## src/low_power_pkg.sv

```systemverilog
// constants and types of the low-power mode controller
package low_power_pkg;

	// ********************************
	// apb register map
	// ********************************
	localparam logic [11:0] ctrl_off = 12'h000;
	localparam logic [11:0] wake_en_off = 12'h004;
	localparam logic [11:0] wdt_ctl_off = 12'h008;

	// ********************************
	// field positions
	// ********************************
	localparam int ctrl_wdt_en_bit = 0;
	localparam int ctrl_wdt_stop_bit = 1;
	localparam int stat_stop_bit = 0;
	localparam int stat_wdt_bit = 1;
	localparam int stat_sys_bit = 2;
	localparam int stat_mode_lsb = 4;

	// ********************************
	// reset values
	// ********************************
	localparam logic [1:0] ctrl_rst = 2'h0;
	localparam logic [7:0] wake_en_rst = 8'h00;
	localparam logic [2:0] flags_rst = 3'h0;

	// ********************************
	// recovery timing and reset vector
	// ********************************
	localparam logic [6:0] osc_hold_cycles = 7'h42;
	localparam logic [6:0] sys_hold_cycles = 7'h10;
	localparam logic [15:0] vector_hi_addr = 16'h0002;
	localparam logic [15:0] vector_lo_addr = 16'h0003;

	// ********************************
	// mode codes shown in status
	// ********************************
	localparam logic [1:0] mode_run = 2'h0;
	localparam logic [1:0] mode_halt = 2'h1;
	localparam logic [1:0] mode_stop = 2'h2;
	localparam logic [1:0] mode_recover = 2'h3;

	typedef enum logic [2:0] {
		st_run,
		st_halt,
		st_stop,
		st_rec_osc,
		st_rec_sys
	} pm_state_t;

endpackage

```

## src/low_power_mode_control.sv

```systemverilog
// low-power mode controller: sleep states, clock gating and stop recovery
//
// Design decisions made here: the address map and the APB register port.
`timescale 1ns/1ns
// What this block does
// (RQ1) a deep-sleep instruction moves the block into deep sleep
// (RQ2) deep sleep stops the crystal, drives crystal in high and out low
// (RQ3) deep sleep gates the system clock and halts the cpu
// (RQ4) watchdog and its oscillator run in deep sleep only if configured
// (RQ5) brownout works in deep sleep only when its option bit allows
// (RQ6) other peripherals are held idle during deep sleep
// (RQ7) deep sleep is left only through the stop-recovery sequence
// (RQ8) software never uses deep sleep when fed by an external clock
// (RQ9) a light-sleep instruction moves the block into light sleep
// (RQ10) light sleep keeps crystal and system clock running
// (RQ11) light sleep stops the cpu and freezes its program counter
// (RQ12) light sleep keeps watchdog oscillator on, counter runs if enabled
// (RQ13) light sleep leaves all other peripherals running
// (RQ14) interrupt, watchdog, power-on, brownout or pin reset end light sleep
// (RQ15) recovery holds reset 66 watchdog ticks then 16 system clocks
// (RQ16) after recovery the cpu fetches the vector at 0002H and 0003H
// (RQ17) enabled gpio level change starts recovery; completion sets stop flag
// (RQ18) interrupt wake from light sleep resumes cpu at the halted point
module low_power_mode_control (
	input wire logic clk,
	input wire logic nrst,
	input wire logic psel,
	input wire logic penable,
	input wire logic pwrite,
	input wire logic [11:0] paddr,
	input wire logic [31:0] pwdata,
	output logic [31:0] prdata,
	output logic pready,
	output logic pslverr,
	input wire logic cpu_stop_exec,
	input wire logic cpu_halt_exec,
	input wire logic irq_pending,
	input wire logic irq_enabled,
	input wire logic wdt_timeout_irq,
	input wire logic wdt_timeout_rst,
	input wire logic wdt_osc_tick,
	input wire logic por_event,
	input wire logic brownout_rst,
	input wire logic ext_reset_pin,
	input wire logic brownout_in_sleep_option,
	input wire logic [7:0] gpio_in,
	output logic cpu_run,
	output logic cpu_reset_n,
	output logic halt_resume,
	output logic vector_fetch,
	output logic [15:0] vector_addr_hi,
	output logic [15:0] vector_addr_lo,
	output logic wdt_irq_post,
	output logic xtal_osc_en,
	output logic crystal_in_pin_out,
	output logic crystal_in_pin_oe,
	output logic crystal_out_pin_out,
	output logic crystal_out_pin_oe,
	output logic sys_clk_en,
	output logic wdt_osc_en,
	output logic wdt_count_en,
	output logic brownout_en,
	output logic periph_idle
);

	// ********************************
	// declarations
	// ********************************
	low_power_pkg::pm_state_t state_reg;
	low_power_pkg::pm_state_t state_next;
	logic [1:0] ctrl_reg;
	logic [7:0] wake_en_reg;
	logic [2:0] watchdog_control_reg;
	logic [7:0] gpio_prev_reg;
	logic [6:0] count_reg;
	logic rec_from_stop_reg;
	logic rec_wdt_irq_reg;
	logic [31:0] prdata_reg;
	logic halt_resume_reg;
	logic vector_fetch_reg;
	logic wdt_irq_post_reg;
	logic wr_en;
	logic rd_setup;
	logic mapped;
	logic wdt_en;
	logic wdt_in_stop;
	logic sys_reset;
	logic gpio_wake;
	logic stop_wake;
	logic halt_wake;
	logic osc_done;
	logic sys_done;
	logic rec_done;
	logic [1:0] mode_code;
	logic [31:0] rd_value;

	// ********************************
	// apb slave
	// ********************************
	// address decode and strobes
	assign mapped = (paddr == low_power_pkg::ctrl_off)
		|| (paddr == low_power_pkg::wake_en_off)
		|| (paddr == low_power_pkg::wdt_ctl_off);
	assign wr_en = psel && penable && pwrite && mapped;
	assign rd_setup = psel && !penable && !pwrite;
	assign pready = 1'b1;
	assign pslverr = psel && penable && !mapped;
	assign prdata = prdata_reg;

	// read mux, unmapped reads zero
	always_comb begin
		rd_value = 32'h00000000;
		case (paddr)
			low_power_pkg::ctrl_off: begin
				rd_value[1:0] = ctrl_reg;
			end
			low_power_pkg::wake_en_off: begin
				rd_value[7:0] = wake_en_reg;
			end
			low_power_pkg::wdt_ctl_off: begin
				rd_value[2:0] = watchdog_control_reg;
				rd_value[low_power_pkg::stat_mode_lsb +: 2] = mode_code;
			end
			default: begin
				rd_value = 32'h00000000;
			end
		endcase
	end

	// read data captured in the setup cycle
	always_ff @(posedge clk or negedge nrst) begin
		if (!nrst) begin
			prdata_reg <= 32'h00000000;
		end else if (rd_setup) begin
			prdata_reg <= rd_value;
		end
	end

	// control register: watchdog enable and run-in-stop
	always_ff @(posedge clk or negedge nrst) begin
		if (!nrst) begin
			ctrl_reg <= low_power_pkg::ctrl_rst;
		end else if (wr_en && paddr == low_power_pkg::ctrl_off) begin
			ctrl_reg <= pwdata[1:0];
		end
	end

	// gpio wake source enables
	always_ff @(posedge clk or negedge nrst) begin
		if (!nrst) begin
			wake_en_reg <= low_power_pkg::wake_en_rst;
		end else if (wr_en && paddr == low_power_pkg::wake_en_off) begin
			wake_en_reg <= pwdata[7:0];
		end
	end

	assign wdt_en = ctrl_reg[low_power_pkg::ctrl_wdt_en_bit];
	assign wdt_in_stop = ctrl_reg[low_power_pkg::ctrl_wdt_stop_bit];

	// ********************************
	// wake and reset sources
	// ********************************
	// (RQ5) brownout gated by option
	assign sys_reset = por_event || ext_reset_pin
		|| (brownout_rst && brownout_en)
		|| (wdt_timeout_rst && state_reg != low_power_pkg::st_stop);

	// (RQ17) gpio edge detect
	assign gpio_wake = |((gpio_in ^ gpio_prev_reg) & wake_en_reg);
	assign stop_wake = gpio_wake || wdt_timeout_irq || wdt_timeout_rst;

	// (RQ14) light-sleep wake sources
	assign halt_wake = irq_pending || wdt_timeout_irq;

	// previous gpio levels
	always_ff @(posedge clk or negedge nrst) begin
		if (!nrst) begin
			gpio_prev_reg <= 8'h00;
		end else begin
			gpio_prev_reg <= gpio_in;
		end
	end

	// ********************************
	// mode state machine
	// ********************************
	assign osc_done = wdt_osc_tick
		&& (count_reg == low_power_pkg::osc_hold_cycles - 7'h01);
	assign sys_done = count_reg == low_power_pkg::sys_hold_cycles - 7'h01;
	assign rec_done = (state_reg == low_power_pkg::st_rec_sys) && sys_done;

	// next state
	always_comb begin
		state_next = state_reg;
		case (state_reg)
			low_power_pkg::st_run: begin
				if (sys_reset) begin
					state_next = low_power_pkg::st_rec_osc;
				// (RQ1) enter deep sleep
				end else if (cpu_stop_exec) begin
					state_next = low_power_pkg::st_stop;
				// (RQ9) enter light sleep
				end else if (cpu_halt_exec) begin
					state_next = low_power_pkg::st_halt;
				end
			end
			low_power_pkg::st_halt: begin
				if (sys_reset) begin
					state_next = low_power_pkg::st_rec_osc;
				// (RQ18) resume at halted point
				end else if (halt_wake) begin
					state_next = low_power_pkg::st_run;
				end
			end
			low_power_pkg::st_stop: begin
				// (RQ7) only exit is recovery
				if (sys_reset || stop_wake) begin
					state_next = low_power_pkg::st_rec_osc;
				end
			end
			low_power_pkg::st_rec_osc: begin
				// (RQ15) 66 watchdog ticks
				if (osc_done) begin
					state_next = low_power_pkg::st_rec_sys;
				end
			end
			low_power_pkg::st_rec_sys: begin
				// (RQ15) then 16 clocks
				if (sys_done) begin
					state_next = low_power_pkg::st_run;
				end
			end
			default: begin
				state_next = low_power_pkg::st_run;
			end
		endcase
	end

	// state register
	always_ff @(posedge clk or negedge nrst) begin
		if (!nrst) begin
			state_reg <= low_power_pkg::st_run;
		end else begin
			state_reg <= state_next;
		end
	end

	// recovery cycle counter
	always_ff @(posedge clk or negedge nrst) begin
		if (!nrst) begin
			count_reg <= 7'h00;
		end else if (state_reg != state_next) begin
			count_reg <= 7'h00;
		end else if (state_reg == low_power_pkg::st_rec_osc) begin
			if (wdt_osc_tick) begin
				count_reg <= count_reg + 7'h01;
			end
		end else if (state_reg == low_power_pkg::st_rec_sys) begin
			count_reg <= count_reg + 7'h01;
		end
	end

	// remembers why recovery started
	always_ff @(posedge clk or negedge nrst) begin
		if (!nrst) begin
			rec_from_stop_reg <= 1'b0;
			rec_wdt_irq_reg <= 1'b0;
		end else if (state_next == low_power_pkg::st_rec_osc
			&& state_reg != low_power_pkg::st_rec_osc) begin
			rec_from_stop_reg <= (state_reg == low_power_pkg::st_stop) && !sys_reset;
			rec_wdt_irq_reg <= (state_reg == low_power_pkg::st_stop)
				&& wdt_timeout_irq;
		end
	end

	// ********************************
	// event pulses to the cpu
	// ********************************
	// resume, vector fetch and post-recovery interrupt
	always_ff @(posedge clk or negedge nrst) begin
		if (!nrst) begin
			halt_resume_reg <= 1'b0;
			vector_fetch_reg <= 1'b0;
			wdt_irq_post_reg <= 1'b0;
		end else begin
			// (RQ18) resume pulse
			halt_resume_reg <= (state_reg == low_power_pkg::st_halt)
				&& !sys_reset && halt_wake;
			// (RQ16) fetch reset vector
			vector_fetch_reg <= rec_done;
			wdt_irq_post_reg <= rec_done && rec_wdt_irq_reg && irq_enabled;
		end
	end

	assign halt_resume = halt_resume_reg;
	assign vector_fetch = vector_fetch_reg;
	assign wdt_irq_post = wdt_irq_post_reg;
	assign vector_addr_hi = low_power_pkg::vector_hi_addr;
	assign vector_addr_lo = low_power_pkg::vector_lo_addr;

	// ********************************
	// status flags
	// ********************************
	// set wins over write-one-to-clear
	always_ff @(posedge clk or negedge nrst) begin
		if (!nrst) begin
			watchdog_control_reg <= low_power_pkg::flags_rst;
		end else begin
			// (RQ17) stop flag on completion
			if (rec_done && rec_from_stop_reg) begin
				watchdog_control_reg[low_power_pkg::stat_stop_bit] <= 1'b1;
			end else if (wr_en && paddr == low_power_pkg::wdt_ctl_off
				&& pwdata[low_power_pkg::stat_stop_bit]) begin
				watchdog_control_reg[low_power_pkg::stat_stop_bit] <= 1'b0;
			end
			if (wdt_timeout_rst || (state_reg == low_power_pkg::st_stop
				&& wdt_timeout_irq)) begin
				watchdog_control_reg[low_power_pkg::stat_wdt_bit] <= 1'b1;
			end else if (wr_en && paddr == low_power_pkg::wdt_ctl_off
				&& pwdata[low_power_pkg::stat_wdt_bit]) begin
				watchdog_control_reg[low_power_pkg::stat_wdt_bit] <= 1'b0;
			end
			if (rec_done && !rec_from_stop_reg) begin
				watchdog_control_reg[low_power_pkg::stat_sys_bit] <= 1'b1;
			end else if (wr_en && paddr == low_power_pkg::wdt_ctl_off
				&& pwdata[low_power_pkg::stat_sys_bit]) begin
				watchdog_control_reg[low_power_pkg::stat_sys_bit] <= 1'b0;
			end
		end
	end

	// ********************************
	// clock, cpu and peripheral gating
	// ********************************
	// outputs decoded per state
	always_comb begin
		mode_code = low_power_pkg::mode_run;
		cpu_run = 1'b1;
		cpu_reset_n = 1'b1;
		xtal_osc_en = 1'b1;
		sys_clk_en = 1'b1;
		wdt_osc_en = 1'b1;
		wdt_count_en = wdt_en;
		brownout_en = 1'b1;
		periph_idle = 1'b0;
		crystal_in_pin_out = 1'b0;
		crystal_in_pin_oe = 1'b0;
		crystal_out_pin_out = 1'b0;
		crystal_out_pin_oe = 1'b0;
		case (state_reg)
			low_power_pkg::st_run: begin
				mode_code = low_power_pkg::mode_run;
			end
			low_power_pkg::st_halt: begin
				mode_code = low_power_pkg::mode_halt;
				// (RQ11) cpu stopped
				cpu_run = 1'b0;
				// (RQ10) crystal and clock on
				xtal_osc_en = 1'b1;
				sys_clk_en = 1'b1;
				// (RQ12) watchdog oscillator on
				wdt_osc_en = 1'b1;
				wdt_count_en = wdt_en;
				// (RQ13) peripherals keep running
				periph_idle = 1'b0;
			end
			low_power_pkg::st_stop: begin
				mode_code = low_power_pkg::mode_stop;
				// (RQ3) clock and cpu stopped
				cpu_run = 1'b0;
				sys_clk_en = 1'b0;
				// (RQ2) crystal off, pins parked
				xtal_osc_en = 1'b0;
				crystal_in_pin_out = 1'b1;
				crystal_in_pin_oe = 1'b1;
				crystal_out_pin_out = 1'b0;
				crystal_out_pin_oe = 1'b1;
				// (RQ4) watchdog only if configured
				wdt_osc_en = wdt_en && wdt_in_stop;
				wdt_count_en = wdt_en && wdt_in_stop;
				// (RQ5) brownout per option bit
				brownout_en = brownout_in_sleep_option;
				// (RQ6) peripherals idle
				periph_idle = 1'b1;
			end
			low_power_pkg::st_rec_osc: begin
				mode_code = low_power_pkg::mode_recover;
				// (RQ15) held in reset
				cpu_run = 1'b0;
				cpu_reset_n = 1'b0;
				sys_clk_en = 1'b0;
				periph_idle = 1'b1;
			end
			low_power_pkg::st_rec_sys: begin
				mode_code = low_power_pkg::mode_recover;
				cpu_run = 1'b0;
				cpu_reset_n = 1'b0;
				periph_idle = 1'b1;
			end
			default: begin
				mode_code = low_power_pkg::mode_run;
			end
		endcase
	end

	// (RQ8) external clock feed is software's concern; deep sleep assumes a crystal

endmodule

```

## config.mk

```make
export PLATFORM = sky130hd
export DESIGN_NAME = low_power_mode_control
export DESIGN_NICKNAME = d
export VERILOG_FILES = /design/src/low_power_pkg.sv /design/src/low_power_mode_control.sv
export SDC_FILE = /design/constraint.sdc
export NUM_CORES = 1
export LEC_CHECK = 0
export BUFFER_PORTS_ARGS = -buffer_cell sky130_fd_sc_hd__buf_2
export CORE_AREA = 2 2 91 93
export DETAILED_ROUTE_END_ITERATION = 7
export DIE_AREA = 0 0 93 95
export HOLD_SLACK_MARGIN = 0.03
export MAX_ROUTING_LAYER = met4
export PLACE_DENSITY = 0.66
export SETUP_SLACK_MARGIN = 0.4
export SYNTH_ARGS = -nofsm -noshare
export SYNTH_HDL_FRONTEND = slang
export SYNTH_SLANG_ARGS = --single-unit
```

## constraint.sdc

```tcl
create_clock -name clk -period 2.35 [get_ports clk]
set_input_delay 0.47 -clock clk [delete_from_list [all_inputs] [get_ports clk]]
set_output_delay 0.47 -clock clk [all_outputs]
set_load 0.02 [all_outputs]
```

==> impl_metrics.yaml, run 1 <==
run_status:
  outcome: "completed"
setup_path:
  critPathMaxStageDelay_ns: 0.40
  path_cells: "or3b_4 -> buf_6 -> clkinvlp_4 -> nand2_2 -> and2_4 -> buf_6"
  critPathSlowestCell: "or3b_4"
  cp_data_required_time_ns: 1.88
  crit_type: "reg2out"
  arrival_ns: 1.64
  r2r-start: "state_reg[2]"
  path_delay_family: "simple AND/OR/NAND/NOR gates"
  worst_setup_path_start_kind: "flop"
  cp_common_cell: "buf_6"
  path_max_fanout: 3
  crit_buf_inv: 3
  critPathLaunch: "state_reg[2]"
  endpoint_kind: "output port"
yosys:
  synth_seq_cells: 44
  yosysWarnings: 0
  ys_top_cells_by_area: "dfrtp_1 (41%), buf_4 (17%), mux2_2 (4.2%), nand2_1 (4.1%), xor2_1 (3.3%)"
  syn_area_sq_um: 2670
  ys_seq_area_share_pct: 41.2
  synth.avg_cell_area_sq_um: 9.72
  synth_ff_type: "dfrtp_1"
  synth_top_area_cell: "dfrtp_1"
  synth_cells: 275
  netlist.area_leader.share_pct: 41.2
  synth_edf_count: 0
  synthArstFlopShare_pct: 100
  ys_types: 56
global_routing:
  grt_util_all_layers_pct: 13.3
  grt_pass1_wl_mm: 9.02
  grt-ovfl-total: 0
  grt_max_degree: 45
  first_global_vias: 1824
  antenna_found_initial: 0
cells_and_area:
  area_growth_pct: 23.7
  postLayoutCoreUtil_pct: 41.7
  nNetsFinal: 426
  final_common_cell: "buf_2"
  nFillCells: 793
  antennaDiodeCount: 0
  most-common-layout-cells: "buf_2 (59), conb_1 (58), dfrtp_1 (44)"
  drive_above_1_share_pct: 35.9
place:
  place.gp.congestion: 0.814
  dpl.hpwl_mm: 4.48
  io_buffer_count: 66
timing:
  timing.hold.ws_ns: 0.232
  period_needed_ns: 2.11
  hold_violations: 0
  setup_tns_ns: 0
  slew_viol_final: 0
  relSlewSlack_pct: 62.4
  rsz0062_at_grt: "true"
  max_freq_mhz: 473
  setup_viol: 0
  period_share_pct: 89.9
  skew_ns: 0.00848
  worst_pin_slew_ns: 0.563
power_and_ir_drop:
  switching_power_uw: 640
  p_leak_nw: 1.64
  irDropWorstVdd_mv: 0.434
  internal_power_mw: 1.36
  p_seq_share_pct: 44.7
  power_density_nw_per_um2: 606
  power_frac_comb_pct: 25.2
  pwr-share-clk_pct: 30.0
  power_mw: 2.00
  switching_share_pct: 32.0
die:
  chipWidth_microns: 93
  std_cell_rows: 33
  num_io_pins: 149
  core_area_sq_um: 7930
  start_util_pct: 33.7
  die_height_microns: 95
  dieArea_sq_um: 8840
detailed_routing:
  drtPass1Iterations: 4
  antenna_left: 0
  wl_per_cell_microns: 12.7
  dr_total_vias: 2080
  drt-initial-drc-count: 58
  wl_mm: 5.89
  viasPerCell: 4.50
  route.detailed.drc: 0
cts:
  cts_max_level: 2
  root_buffer: "clkbuf_8"
  clk-insertion-delay-late_ns: 0.30
  cts_tree: "built"
  clockBufferDepth: 2
  cts_buffers: 5
  clk_pin_slew_worst_paths_ns: 0.08
  cts_sinks: 44
run:
  cap_viol_max_count: 0
hold_path:
  hold_class: "in2async"
==> cell usage after synthesis, types with 2 or more instances <==
cell type	number
buf_4	60
inv_1	8
conb_1	2
a22o_1	2
nand4_1	2
xnor2_1	2
mux2i_1	2
or2_2	2
a222oi_1	3
a22oi_1	3
nand2_1	29
o21a_1	2
ha_1	2
nand3_1	6
nor2_1	11
dfrtp_1	44
o31ai_1	3
nor4b_2	2
and4_1	2
a211o_1	2
nand2b_1	4
xor2_1	10
nor4_1	5
o21ai_0	7
a21oi_1	6
nor2b_1	3
clkbuf_1	6
mux2_2	10
nor3_1	6
a31oi_1	3
==> power groups by stage <==
stage	Sequential, mW	Clock [mW]	Combinational (mW)
floorplan	0.895	0	0.368
finish	0.896	0.601	0.505
CTS	0.896	0.616	0.425
detailed placement	0.914	0	0.398
global placement	0.909	0	0.384
global route	0.906	0.654	0.555
==> final cells by class <==
class | instances | area (sq um) | area share [%]
multi-input cells | 212 | 1410 | 42.5
repair buffers | 85 | 520 | 15.7
flip-flops and latches | 44 | 1100 | 33.3
clock inverters | 3 | 46.3 | 1.40
well taps | 105 | 131 | 3.97
clock buffers | 5 | 68.8 | 2.08
inverters | 8 | 33.8 | 1.02
==> through the flow <==
step / cell area (sq um) / cells / setup WS [ns]
after floorplan: 2900 / 331 / 0.252
after global placement: 2950 / 444 / 0.231
after detailed placement: 2950 / 444 / 0.115
after CTS: 3170 / 459 / 0.224
after global routing: 3310 / 462 / 0.172
final: 3310 / 462 / 0.238
==> routing by layer <==
metal	global-route usage (%)	vias to the layer above	part of all wire (%)
li1	-	1019	-
met1	18.9	974	47
met2	19.9	82	47
met3	2.63	5	5.8
met4	2.94	0	0.82
met5	-	-	0
==> path summary, 6_finish.rpt <==
check | end | slack, ns | depth (start not counted)
min in group clk | gpio_prev_reg[7] | 0.29 | 1
worst max-delay path | wdt_count_en | 0.24 | 6
max in group asynchronous | gpio_prev_reg[3] | 1.73 | 2
worst min-delay path | count_reg[0] | 0.23 | 2
worst min register to register | prdata[0] | 0.48 | 2
worst max register to register | count_reg[6] | 0.34 | 6
==> repair_timing <==
item                       4_1_cts  5_1_grt
setup buffers                    7        3
hold buffers                     0        0
hold endpoints to repair         0        0
pin swaps                        3        3
setup endpoints to repair       16       20
cloned                           0        0
gates resized for setup         17       22
==> kinds of logic (layout without fill, tap and decap cells) <==
family          count (synthesis)  in the layout  synth area share, %
simple gates                   83             83                 17.2
buf+inv                        75            101                 19.0
compound gates                 45             45                 12.5
flops                          44             44                 41.2
xor+xnor                       12             12                 3.93
mux                            12             12                 4.96
fa+ha+maj                       2              2                0.936
other cells                     2             58                0.281
==> worst reg2reg max path, cell delays in order (launching register included) <==
cell      delay [ns]
dfrtp_1         0.39
or3b_4          0.40
a222oi_1        0.30
nand4_1         0.18
o31a_4          0.38
buf_4           0.16
nor4_2          0.11
Power figures use the tool's default switching activity.
==> inputs of run 2 (changes only) <==
--- a/config.mk
+++ b/config.mk
@@ -6,12 +6,14 @@
 export NUM_CORES = 1
 export LEC_CHECK = 0
 export BUFFER_PORTS_ARGS = -buffer_cell sky130_fd_sc_hd__buf_2
-export CORE_AREA = 2 2 91 93
+export CAP_MARGIN = 40
+export CORE_AREA = 2 2 81 83
 export DETAILED_ROUTE_END_ITERATION = 7
-export DIE_AREA = 0 0 93 95
+export DIE_AREA = 0 0 83 85
 export HOLD_SLACK_MARGIN = 0.03
 export MAX_ROUTING_LAYER = met4
-export PLACE_DENSITY = 0.66
+export PLACE_DENSITY = 0.81
+export RECOVER_POWER = 100
 export SETUP_SLACK_MARGIN = 0.4
 export SYNTH_ARGS = -nofsm -noshare
 export SYNTH_HDL_FRONTEND = slang
==> impl_metrics.yaml, run 2 (synthesized netlist as in run 1, its figures left out) <==
place:
  dpl.hpwl_mm: 4.46
  dp.cells: 416
  pre_cts_ws_ns: 0.0874
  place.gp.congestion: 0.774
  io_buffer_count: 66
cts:
  cts_max_level: 2
  cts_sinks: 44
  clk_pin_slew_worst_paths_ns: 0.08
  clockBufferDepth: 2
  cts_buffers: 5
  clk-insertion-delay-late_ns: 0.30
  cts_tree: "built"
  root_buffer: "clkbuf_8"
die:
  dieArea_sq_um: 7060
  start_util_pct: 43.1
  core_area_sq_um: 6200
  std_cell_rows: 29
  chipWidth_microns: 83
  die_height_microns: 85
  num_io_pins: 149
timing:
  setup_viol: 0
  period_share_pct: 92.5
  slew_viol_final: 0
  worst_pin_slew_ns: 1.48
  hold_violations: 0
  relSlewSlack_pct: 1.52
  period_needed_ns: 2.17
  layout_setup_ws_ns: 0.176
  max_freq_mhz: 460
  timing.hold.ws_ns: 0.312
  setup_tns_ns: 0
  skew_ns: 0.00617
  rsz0062_at_grt: "true"
hold_path:
  hold_path_startpoint: "gpio_in[3]"
  holdPathEnd: "gpio_prev_reg[3]"
  hold_depth: 1
  hold_class: "in2reg"
cells_and_area:
  nNetsFinal: 424
  final_common_cell: "conb_1"
  drive_above_1_share_pct: 23.2
  fin_cells: 431
  most-common-layout-cells: "conb_1 (58), dfrtp_1 (44), buf_2 (35)"
  area_growth_pct: 16.0
  antennaDiodeCount: 0
setup_path:
  rrSetupSlack_ns: 0.24
  cp_data_required_time_ns: 1.88
  endpoint_kind: "output port"
  r2r-start: "state_reg[2]"
  path_max_fanout: 3
  worst_setup_path_start_kind: "flop"
  r2r_end: "count_reg[2]"
  reg2regPathDepth: 5
  arrival_ns: 1.70
  crit_type: "reg2out"
power_and_ir_drop:
  irDropWorstVdd_mv: 0.404
  pwr-share-clk_pct: 34.1
  p_seq_share_pct: 45.7
  power_frac_comb_pct: 20.2
  internal_power_mw: 1.40
  power_mw: 1.98
  power_density_nw_per_um2: 638
  p_leak_nw: 1.48
  switching_power_uw: 580
  switching_share_pct: 29.3
detailed_routing:
  drtPass1Iterations: 5
  wl_mm: 5.79
  wl_per_cell_microns: 13.4
  antenna_left: 0
  viasPerCell: 4.96
  dr_total_vias: 2137
  drt-initial-drc-count: 84
  route.detailed.drc: 0
run_status:
  outcome: "completed"
global_routing:
  grt_max_degree: 28
  grt_util_all_layers_pct: 16.4
  antenna_found_initial: 0
  grt-ovfl-total: 0
  first_global_vias: 1892
  grt_pass1_wl_mm: 9.17
run:
  cap_viol_max_count: 0
==> run 2: cell types whose count changed in the layout (fill, tap and decap cells not counted), moves of 3 or more <==
cell,delta
buf_2,-24
clkbuf_2,+3
clkbuf_1,+30
nand2_2,-3
buf_4,-12
==> run 2: repair_timing <==
item	CTS	global route
endpoints found under the hold margin	0	0
buffers inserted	6	2
hold buffers	0	0
gates cloned	0	0
pin swaps	4	5
endpoints found under the setup margin	16	21
resized for setup	18	13
==> run 2: worst max-delay path, cell delays in order, from the launching register on <==
cell        delay, ns
dfrtp_1          0.39
or3b_1           0.42
buf_6            0.15
clkinvlp_4       0.08
nand2_1          0.08
and2_4           0.16
buf_6            0.12
==> run 2: layout make-up <==
class	count	area (sq um)
Inverter	8	33.8
Sequential cell	44	1100
Multi-Input combinational cell	212	1290
Timing Repair Buffer	83	445
Tap cell	77	96.3
Clock inverter	2	60.1
Fill cell	580	3100
Clock buffer	5	68.8
==> run 2: power groups by stage <==
| stage | Clock, mW | Sequential [mW] | Combinational (mW) |
|---|---|---|---|
| after floorplan | 0 | 0.895 | 0.368 |
| after detailed placement | 0 | 0.916 | 0.393 |
| after global routing | 0.725 | 0.913 | 0.443 |
| after CTS | 0.690 | 0.901 | 0.404 |
| final | 0.675 | 0.903 | 0.400 |
| after global placement | 0 | 0.909 | 0.380 |
==> run 2: routing by layer <==
| layer | global-route usage, % | wire (microns) | vias to the layer above |
|---|---|---|---|
| li1 | - | - | 1005 |
| met2 | 26.2 | 2780 | 105 |
| met5 | - | 0 | - |
| met1 | 21.5 | 2530 | 1020 |
| met4 | 4.02 | 51 | 0 |
| met3 | 3.21 | 426 | 7 |
==> run 2: worst max path at each step <==
| stage | to | cells past startpoint | start | slack (ns) |
|---|---|---|---|---|
| 2_1_floorplan | count_reg[5] | 6 | state_reg[2] | 0.25 |
| 3_3_place_gp | count_reg[1] | 6 | gpio_in[0] | 0.19 |
| 3_5_place_dp | watchdog_control_reg[2] | 7 | paddr[1] | 0.09 |
| 4_1_cts | wdt_count_en | 6 | state_reg[2] | 0.21 |
| 5_1_grt | wdt_count_en | 6 | state_reg[2] | 0.09 |
| 6_report | wdt_count_en | 6 | state_reg[2] | 0.18 |
==> run 2: through the flow <==
| stage | instance area, sq um | utilization [%] |
|---|---|---|
| 2_1_floorplan | 2900 | - |
| 3_3_place_gp | 2910 | 47.0 |
| 3_5_place_dp | 2910 | 47.0 |
| 4_1_cts | 3150 | 50.7 |
| 5_1_grt | 3100 | 50.0 |
| 6_report | 3100 | 50.0 |
